## src/shared/cfg_pins_pkg.sv

```systemverilog
// constants and types for the optional configuration pin block
package cfg_pins_pkg;

   localparam int ADDR_W = 8;
   localparam int DATA_W = 32;
   localparam int NUM_PINS = 4;
   localparam int LEN_W = 16;

   // register byte offsets
   localparam logic [7:0] OFS_CTRL = 8'h00;
   localparam logic [7:0] OFS_STATUS = 8'h04;
   localparam logic [7:0] OFS_IRQ_STATUS = 8'h08;
   localparam logic [7:0] OFS_IRQ_MASK = 8'h0c;
   localparam logic [7:0] OFS_INIT_LEN = 8'h10;

   // pin indices, also option bit positions
   localparam int PIN_USER_CLK = 0;
   localparam int PIN_INIT_DONE = 1;
   localparam int PIN_OE = 2;
   localparam int PIN_CLR = 3;

   // field positions
   localparam int CTRL_OUT_LSB = 0;
   localparam int CTRL_OE_LSB = 4;
   localparam int STAT_STATE_LSB = 0;
   localparam int STAT_OPT_LSB = 4;
   localparam int STAT_PIN_LSB = 8;
   localparam int STAT_DRIVE_BIT = 12;
   localparam int STAT_LOADED_BIT = 13;

   // interrupt event bits
   localparam int IRQ_W = 4;
   localparam int IRQ_CFG_START = 0;
   localparam int IRQ_OPT_LOADED = 1;
   localparam int IRQ_USER_MODE = 2;
   localparam int IRQ_ABORT = 3;

   // reset values
   localparam logic [LEN_W-1:0] INIT_LEN_RESET = 16'h0010;
   localparam logic [3:0] CTRL_OUT_RESET = 4'h0;
   localparam logic [3:0] CTRL_OE_RESET = 4'h0;
   localparam logic [IRQ_W-1:0] IRQ_MASK_RESET = 4'h0;

   typedef enum logic [3:0] {
      ST_IDLE = 4'h1,
      ST_CONFIG = 4'h2,
      ST_INIT = 4'h4,
      ST_USER = 4'h8
   } cfg_state_type;

endpackage

```

## src/rtl/config_optional_pin_control.sv

```systemverilog
// optional configuration pin control with apb registers
`timescale 1ns/1ps
`default_nettype none
module config_optional_pin_control (
   input wire logic clk,
   input wire logic rst_n,
   input wire logic psel,
   input wire logic penable,
   input wire logic pwrite,
   input wire logic [cfg_pins_pkg::ADDR_W-1:0] paddr,
   input wire logic [cfg_pins_pkg::DATA_W-1:0] pwdata,
   output logic [cfg_pins_pkg::DATA_W-1:0] prdata,
   output logic pready,
   output logic pslverr,
   input wire logic config_request_n,
   input wire logic cfg_frame_valid,
   input wire logic [cfg_pins_pkg::NUM_PINS-1:0] cfg_frame_options,
   input wire logic cfg_data_done,
   input wire logic [cfg_pins_pkg::NUM_PINS-1:0] pin_in,
   output logic [cfg_pins_pkg::NUM_PINS-1:0] pin_out,
   output logic [cfg_pins_pkg::NUM_PINS-1:0] pin_oe,
   output logic user_mode,
   output logic global_io_tristate,
   output logic global_register_clear,
   output logic irq
);
   import cfg_pins_pkg::*;

   typedef struct packed {
      cfg_state_type state;
      logic [NUM_PINS-1:0] options;
      logic options_loaded;
      logic [NUM_PINS-1:0] user_out;
      logic [NUM_PINS-1:0] user_oe;
      logic [LEN_W-1:0] init_len;
      logic [IRQ_W-1:0] irq_status;
      logic [IRQ_W-1:0] irq_mask;
      logic [DATA_W-1:0] prdata;
      logic timer_start;
   } ctrl_state_type;

   ctrl_state_type s;
   ctrl_state_type next_s;

   logic timer_done;
   logic init_done_drive_low;
   logic setup_phase;
   logic access_phase;
   logic wr_en;
   logic addr_ok;
   logic [IRQ_W-1:0] events;
   logic [IRQ_W-1:0] w1c;
   logic [DATA_W-1:0] rd_value;
   logic [NUM_PINS-1:0] pin_oe_mux;

   ////////////////////////////////////////////////////////////////////////////
   // apb decode

   assign setup_phase = psel & ~penable;
   assign access_phase = psel & penable;
   assign pready = 1'b1;
   assign wr_en = access_phase & pwrite & addr_ok;

   always_comb begin
      addr_ok = 1'b1;
      case (paddr)
         OFS_CTRL: addr_ok = 1'b1;
         OFS_STATUS: addr_ok = 1'b1;
         OFS_IRQ_STATUS: addr_ok = 1'b1;
         OFS_IRQ_MASK: addr_ok = 1'b1;
         OFS_INIT_LEN: addr_ok = 1'b1;
         default: addr_ok = 1'b0;
      endcase
   end

   assign pslverr = access_phase & ~addr_ok;

   always_comb begin
      rd_value = '0;
      case (paddr)
         OFS_CTRL: begin
            rd_value[CTRL_OUT_LSB +: NUM_PINS] = s.user_out;
            rd_value[CTRL_OE_LSB +: NUM_PINS] = s.user_oe;
         end
         OFS_STATUS: begin
            rd_value[STAT_STATE_LSB +: 4] = s.state;
            rd_value[STAT_OPT_LSB +: NUM_PINS] = s.options;
            rd_value[STAT_PIN_LSB +: NUM_PINS] = pin_in;
            rd_value[STAT_DRIVE_BIT] = init_done_drive_low;
            rd_value[STAT_LOADED_BIT] = s.options_loaded;
         end
         OFS_IRQ_STATUS: rd_value[IRQ_W-1:0] = s.irq_status;
         OFS_IRQ_MASK: rd_value[IRQ_W-1:0] = s.irq_mask;
         OFS_INIT_LEN: rd_value[LEN_W-1:0] = s.init_len;
         default: rd_value = '0;
      endcase
   end

   ////////////////////////////////////////////////////////////////////////////
   // configuration sequence and registers

   always_comb begin
      next_s = s;
      next_s.timer_start = 1'b0;
      events = '0;
      w1c = '0;

      if (setup_phase && !pwrite) begin
         next_s.prdata = rd_value;
      end

      if (wr_en) begin
         case (paddr)
            OFS_CTRL: begin
               next_s.user_out = pwdata[CTRL_OUT_LSB +: NUM_PINS];
               next_s.user_oe = pwdata[CTRL_OE_LSB +: NUM_PINS];
            end
            OFS_IRQ_STATUS: w1c = pwdata[IRQ_W-1:0];
            OFS_IRQ_MASK: next_s.irq_mask = pwdata[IRQ_W-1:0];
            OFS_INIT_LEN: next_s.init_len = pwdata[LEN_W-1:0];
            default: next_s.user_out = s.user_out;
         endcase
      end

      case (s.state)
         ST_IDLE: begin
            // request low: options forgotten, status pin floats
            next_s.options = '0;
            next_s.options_loaded = 1'b0;
            if (config_request_n) begin
               next_s.state = ST_CONFIG;
               events[IRQ_CFG_START] = 1'b1;
            end
         end
         ST_CONFIG: begin
            if (!config_request_n) begin
               next_s.state = ST_IDLE;
               events[IRQ_ABORT] = 1'b1;
            end else if (cfg_frame_valid && !s.options_loaded) begin
               // first frame carries the option bits
               next_s.options = cfg_frame_options;
               next_s.options_loaded = 1'b1;
               events[IRQ_OPT_LOADED] = 1'b1;
            end else if (cfg_data_done && s.options_loaded) begin
               next_s.state = ST_INIT;
               next_s.timer_start = 1'b1;
            end
         end
         ST_INIT: begin
            if (!config_request_n) begin
               next_s.state = ST_IDLE;
               events[IRQ_ABORT] = 1'b1;
            end else if (timer_done) begin
               // release status pin and enter user mode together
               next_s.state = ST_USER;
               events[IRQ_USER_MODE] = 1'b1;
            end
         end
         ST_USER: begin
            if (!config_request_n) begin
               next_s.state = ST_IDLE;
               events[IRQ_ABORT] = 1'b1;
            end
         end
         default: begin
            next_s.state = ST_IDLE;
         end
      endcase

      // a new event wins over a clear in the same cycle
      next_s.irq_status = (s.irq_status & ~w1c) | events;
   end

   always_ff @(posedge clk) begin
      if (!rst_n) begin
         s.state <= ST_IDLE;
         s.options <= '0;
         s.options_loaded <= 1'b0;
         s.user_out <= CTRL_OUT_RESET;
         s.user_oe <= CTRL_OE_RESET;
         s.init_len <= INIT_LEN_RESET;
         s.irq_status <= '0;
         s.irq_mask <= IRQ_MASK_RESET;
         s.prdata <= '0;
         s.timer_start <= 1'b0;
      end else begin
         s <= next_s;
      end
   end

   ////////////////////////////////////////////////////////////////////////////
   // outputs

   // status pin held low from option load until initialization ends
   assign init_done_drive_low = s.options[PIN_INIT_DONE] & s.options_loaded
                                & (s.state == ST_CONFIG || s.state == ST_INIT);

   assign user_mode = (s.state == ST_USER);
   assign global_io_tristate = s.options[PIN_OE] & ~pin_in[PIN_OE];
   assign global_register_clear = s.options[PIN_CLR] & ~pin_in[PIN_CLR];
   assign irq = |(s.irq_status & s.irq_mask);
   assign prdata = s.prdata;
   assign pin_oe = pin_oe_mux;

   init_timer u_timer (
      .clk(clk),
      .rst_n(rst_n),
      .start(s.timer_start),
      .abort(~config_request_n),
      .use_user_clock(s.options[PIN_USER_CLK]),
      .user_clock_level(pin_in[PIN_USER_CLK]),
      .length(s.init_len),
      .done(timer_done)
   );

   pin_function_mux u_mux (
      .option(s.options),
      .user_mode(user_mode),
      .io_tristate(global_io_tristate),
      .user_out(s.user_out),
      .user_oe(s.user_oe),
      .init_done_drive_low(init_done_drive_low),
      .pin_out(pin_out),
      .pin_oe(pin_oe_mux)
   );
endmodule
`default_nettype wire

```

## src/rtl/init_timer.sv

```systemverilog
// initialization length counter, paced by system clock cycles or user start-up clock rising edges
`timescale 1ns/1ps
`default_nettype none
module init_timer (
   input wire logic clk,
   input wire logic rst_n,
   input wire logic start,
   input wire logic abort,
   input wire logic use_user_clock,
   input wire logic user_clock_level,
   input wire logic [cfg_pins_pkg::LEN_W-1:0] length,
   output logic done
);
   import cfg_pins_pkg::*;

   typedef struct packed {
      logic prev_clock;
      logic busy;
      logic done;
      logic [LEN_W-1:0] count;
   } timer_state_type;

   timer_state_type s;
   timer_state_type next_s;
   logic tick;

   always_comb begin
      next_s = s;
      next_s.done = 1'b0;
      next_s.prev_clock = user_clock_level;
      // rising edges of the start-up clock pace the sequence
      tick = use_user_clock ? (user_clock_level & ~s.prev_clock) : 1'b1;
      if (abort) begin
         next_s.busy = 1'b0;
      end else if (start) begin
         next_s.busy = 1'b1;
         next_s.count = '0;
      end else if (s.busy && tick) begin
         if (s.count + 16'h0001 >= length) begin
            next_s.busy = 1'b0;
            next_s.done = 1'b1;
         end else begin
            next_s.count = s.count + 16'h0001;
         end
      end
   end

   always_ff @(posedge clk) begin
      if (!rst_n) begin
         s <= '{prev_clock: 1'b1, busy: 1'b0, done: 1'b0, count: '0};
      end else begin
         s <= next_s;
      end
   end

   assign done = s.done;
endmodule
`default_nettype wire

```

## src/rtl/pin_function_mux.sv

```systemverilog
// per pin choice between dedicated function and user I/O
`timescale 1ns/1ps
`default_nettype none
module pin_function_mux (
   input wire logic [cfg_pins_pkg::NUM_PINS-1:0] option,
   input wire logic user_mode,
   input wire logic io_tristate,
   input wire logic [cfg_pins_pkg::NUM_PINS-1:0] user_out,
   input wire logic [cfg_pins_pkg::NUM_PINS-1:0] user_oe,
   input wire logic init_done_drive_low,
   output logic [cfg_pins_pkg::NUM_PINS-1:0] pin_out,
   output logic [cfg_pins_pkg::NUM_PINS-1:0] pin_oe
);
   import cfg_pins_pkg::*;

   genvar i;
   generate
      for (i = 0; i < NUM_PINS; i++) begin : g_pin
         if (i == PIN_INIT_DONE) begin : g_status
            // open drain when its option is set: only low or released; user I/O otherwise
            assign pin_out[i] = option[i] ? 1'b0 : user_out[i];
            assign pin_oe[i] = option[i] ? init_done_drive_low
                               : (user_mode & user_oe[i] & ~io_tristate);
         end else begin : g_input
            // dedicated inputs never drive
            assign pin_out[i] = option[i] ? 1'b0 : user_out[i];
            assign pin_oe[i] = option[i] ? 1'b0
                               : (user_mode & user_oe[i] & ~io_tristate);
         end
      end
   endgenerate

endmodule
`default_nettype wire

```

## config.mk

```make
export PLATFORM = sky130hd
export DESIGN_NAME = config_optional_pin_control
export DESIGN_NICKNAME = d
export VERILOG_FILES = /design/src/shared/cfg_pins_pkg.sv /design/src/rtl/config_optional_pin_control.sv /design/src/rtl/init_timer.sv /design/src/rtl/pin_function_mux.sv
export SDC_FILE = /design/constraint.sdc
export NUM_CORES = 1
export LEC_CHECK = 0
export ABC_AREA = 0
export BUFFER_PORTS_ARGS = -buffer_cell sky130_fd_sc_hd__buf_2
export CAP_MARGIN = 20
export CORE_AREA = 2 2 100 102
export DETAILED_ROUTE_END_ITERATION = 10
export DIE_AREA = 0 0 102 104
export PLACE_DENSITY_LB_ADDON = 0.05
export SLEW_MARGIN = 20
export SYNTH_ARGS = -nofsm -noshare
export SYNTH_HDL_FRONTEND = slang
export SYNTH_SLANG_ARGS = --single-unit
```

## constraint.sdc

```tcl
create_clock -name clk -period 3.1 [get_ports clk]
set_clock_uncertainty 0.2 [all_clocks]
set_input_delay 0.465 -clock clk [delete_from_list [all_inputs] [get_ports clk]]
set_output_delay 0.465 -clock clk [all_outputs]
set_load 0.01 [all_outputs]
```

==> summary.md <==
| Metric | Value |
|---|---|
| PD cells | `359.8 mW/mm2` |
| Gate power share | `7.0%` |
| RR Startpoint | `u_timer.s[2]` |
| Die area | `0.01061 mm2` |
| HP Start | `pin_in[0]` |
| Largest net degree at the start of global routing | `43` |
| Grt ovf | `0` |
| CP max stage delay | `0.36 ns` |
| Clk Latency, worst-skew pair | `0.36 ns` |
| Endpoint, Worst Hold | `u_timer.s[18]` |
| Cts bufs inserted | `9` |
| CTS tree | `done` |
| Placed inst area | `0.004989 mm2` |
| CTS Buffer Depth | `2` |
| Worst slack, placed | `-0.2672 ns` |
| CP max stage cell | `dfxtp_4` |
| Dpl cells | `702` |
| Final Non-Filler Cells | `732` |
| CP Data Arrival Time | `3.23 ns` |
| Root buffer cell | `clkbuf_8` |
| Routed wl met2 | `5581 um` |
| Input/output buffers | `68` |
| Syn. warnings | `0` |
| CTS Hold Bufs | `0` |
| Hold depth | `2` |
| Fin util | `58.11%` |
| IO Count | `102` |
| Final Slew Violations | `0` |
| Max VDD drop | `0.1848 mV` |
| Share of layout cells above drive strength 1 | `30.72%` |
| GRT Total Usage | `22.65%` |
| Crit path max fanout | `7` |
| Setup slack, reg-to-reg | `-0.08 ns` |
| Starting DRT DRC Count | `109` |
| Post-DRT Antenna Nets | `0` |
| Switch Pwr | `466.4 uW` |
| Kind of critical path | `flip-flop to flip-flop` |
| Yosys cell types | `63` |
| Max Clock Freq | `314.5 MHz` |
| Synth Register Bits | `77` |
| RSZ-0062 raised after global routing | `true` |
| Number of remaining DRC errors | `0` |
| Crit Reg-Reg Endpoint | `u_timer.s[14]` |
| Critical path endpoint category | `flip-flop` |
| Die Y | `104 um` |
| Fin Hold WS | `0.1438 ns` |
| Routability Congestion | `0.8279` |
| DP HPWL | `8294 um` |
| TritonRoute pass-1 iters | `4` |
| CTS Sinks | `77` |
| Clk pwr share | `42.8%` |
| Worst-margin pin slew | `0.8557 ns` |
| Nets | `667` |
| Std-Cell Rows | `36` |
| Initial antenna violation count | `0` |
| Gate Count Post-Synth | `511` |
| WL final | `11430 um` |
| Starting Density | `47.48%` |
| WL/cell | `15.62 um` |
| Routed wl met3 | `459 um` |
| Status | `complete, but fails checks` |
| Vias | `3775` |
| Worst min path class | `input port to flip-flop` |
| Area grow syn2layout | `22.38%` |
| Failing checks | `negative setup slack` |
| Global-route wire length before repair | `18530 um` |
| Fin area | `0.005549 mm2` |
| CP Cell Sequence | `nand3_4 -> nor4_4 -> nand4_1 -> or2_1 -> nand2_2 -> ha_4 -> nand4_1 -> buf_4 -> a211oi_2 -> buf_4 -> a32oi_4 -> a41oi_4 -> buf_12 -> a211o_1` |
| N_diodes | `0` |
| Vias in the first global route | `3623` |
| Reg power frac | `50.2%` |
| Post-Route M1 WL | `5230 um` |
| Final worst-path cycle share | `102.6%` |
| Synthesized area per cell | `8.873 um2` |
| Number of setup violations in the final report | `15` |
| Top FF cell, synth | `dfxtp_1` |
| # H-tree levels | `3` |
| Post-synth EDFFs | `0` |
| Asr flop ratio synth | `0%` |
| Final Hold Vio Count | `0` |
| CTS clock-pin slew for the worst setup and hold paths | `0.08 ns` |
| Maxcap violations | `0` |
| Pint | `1.530 mW` |
| Die W | `102 um` |
| CP startpoint kind | `flip-flop` |
| Worst setup margin | `-0.08016 ns` |
| Required time of the critical path | `3.15 ns` |
| Switch share | `23.36%` |
| Layout fillers | `899` |
| Highest routed layer | `met4` |
| Total core area | `0.009549 mm2` |
| Via density | `5.157` |
| Clock period minus worst slack | `3.180 ns` |
| Mapped Area | `0.004534 mm2` |
| Slew HR | `42.61%` |
| R2R cell count | `14` |
| Sequential area share after synthesis | `34.00%` |
| P_leak | `2.339 nW` |
## state kept, by name (all words and copies together) (netlist names)
| signal | count |
|---|---|
| prdata | 16 |
| s | 42 |
| u_timer.done | 1 |
| u_timer.s | 18 |
## cell type report
cell class | instances | area [um2] | share of cell area (%)
clock inverters | 3 | 68.82 | 1.240
flip-flops and latches | 77 | 1560 | 28.12
inverters | 27 | 101.3 | 1.826
repair buffers | 115 | 735.7 | 13.26
clock buffers | 13 | 148.9 | 2.683
well taps | 133 | 166.4 | 2.999
multi-input cells | 364 | 2768 | 49.88
## how the worst max path moves through the flow
stage                          endpoint  slack, ns          from  cells past startpoint
final                     u_timer.s[14]      -0.08  u_timer.s[2]                     14
after global routing      u_timer.s[13]      -0.23  u_timer.s[2]                     14
after CTS                 u_timer.s[14]      -0.14  u_timer.s[3]                     14
after detailed placement  u_timer.s[13]      -0.27  u_timer.s[6]                     13
after global placement    u_timer.s[14]      -0.25  u_timer.s[1]                     13
after floorplan            u_timer.s[3]      0.002  u_timer.s[1]                     13
## power groups by stage
stage	Sequential (mW)	Combinational, mW	Clock (mW)
2_1_floorplan	1.03	0.105	0
3_3_place_gp	1.03	0.131	0
3_5_place_dp	1.03	0.133	0
4_1_cts	1.00	0.140	0.872
5_1_grt	1.00	0.153	0.923
6_report	1.00	0.139	0.854
## layout by cell type, fill, tap and decap left out, types with 5 or more instances in the layout
cell type and n:
a221oi_1 10, xnor2_1 5, nand2b_1 9, nand2_1 32, dfxtp_4 5, nor2_1 20
ha_1 15, a22oi_1 10, and2_1 7, a21oi_1 17, conb_1 17, dfxtp_1 72
nand3_1 10, o21ai_0 22, and3_1 5, buf_4 44, mux2i_1 31, nor2b_1 41
nand2_2 5, buf_2 68, clkbuf_8 10, a21boi_0 9, nor3b_1 11, inv_1 27
## cells in the mapped netlist (9+ instances only)
cell type | number | area, um2
nand2b_1 | 9 | 56.30
nor2_1 | 20 | 75.07
o21ai_0 | 22 | 110.1
xnor2_1 | 9 | 78.83
clkbuf_1 | 16 | 60.06
mux2i_1 | 31 | 310.3
nand3_1 | 14 | 70.07
nor2b_1 | 41 | 256.5
inv_1 | 27 | 101.4
nand2_1 | 39 | 146.4
a21boi_0 | 9 | 67.56
nor3b_1 | 13 | 97.59
a22oi_1 | 10 | 75.07
a221oi_1 | 10 | 87.58
dfxtp_1 | 77 | 1541
buf_4 | 33 | 247.7
a21oi_1 | 19 | 95.09
ha_1 | 17 | 212.7
## cells by family (layout without fill, tap and decap cells)
logic type	count (synthesis)	in the layout	share of synthesized area, %
simple gates	176	176	22.82
compound gates	106	106	17.03
buf+inv	85	158	10.95
flops	77	77	34.00
mux	35	35	7.837
fa+ha+maj	17	17	4.691
xor+xnor	13	13	2.511
other cells	2	17	0.1656
## stage by stage
step | TNS, ns | power [mW]
2_1_floorplan | 0 | 1.130
3_3_place_gp | -2.615 | 1.161
3_5_place_dp | -2.988 | 1.163
4_1_cts | -1.122 | 2.014
5_1_grt | -3.006 | 2.081
6_report | -0.4266 | 1.997
## what timing repair did
action / 4_1_cts / 5_1_grt
gates cloned: 1 / 0
resized for setup: 34 / 11
endpoints found under the setup margin: 16 / 17
pin swaps: 38 / 11
buffers inserted: 11 / 2
endpoints found under the hold margin: 0 / 0
## worst max-delay path, delay by kind of cell (launching register included)
family,cells,cell delay (ns)
flip-flops,1,0.36
AND/OR/NAND/NOR,6,1.06
adder cells (fa/ha/maj),1,0.20
AO/OA/AOI/OAI,4,0.77
buffers and inverters,3,0.47
## layer usage
layer / vias to the layer above / global-route usage [%]
met5: - / 0
met4: 0 / 8.667
met3: 14 / 3.024
met2: 64 / 36.94
met1: 1793 / 30.18
li1: 1904 / -
(Power assumes the default switching activity.)
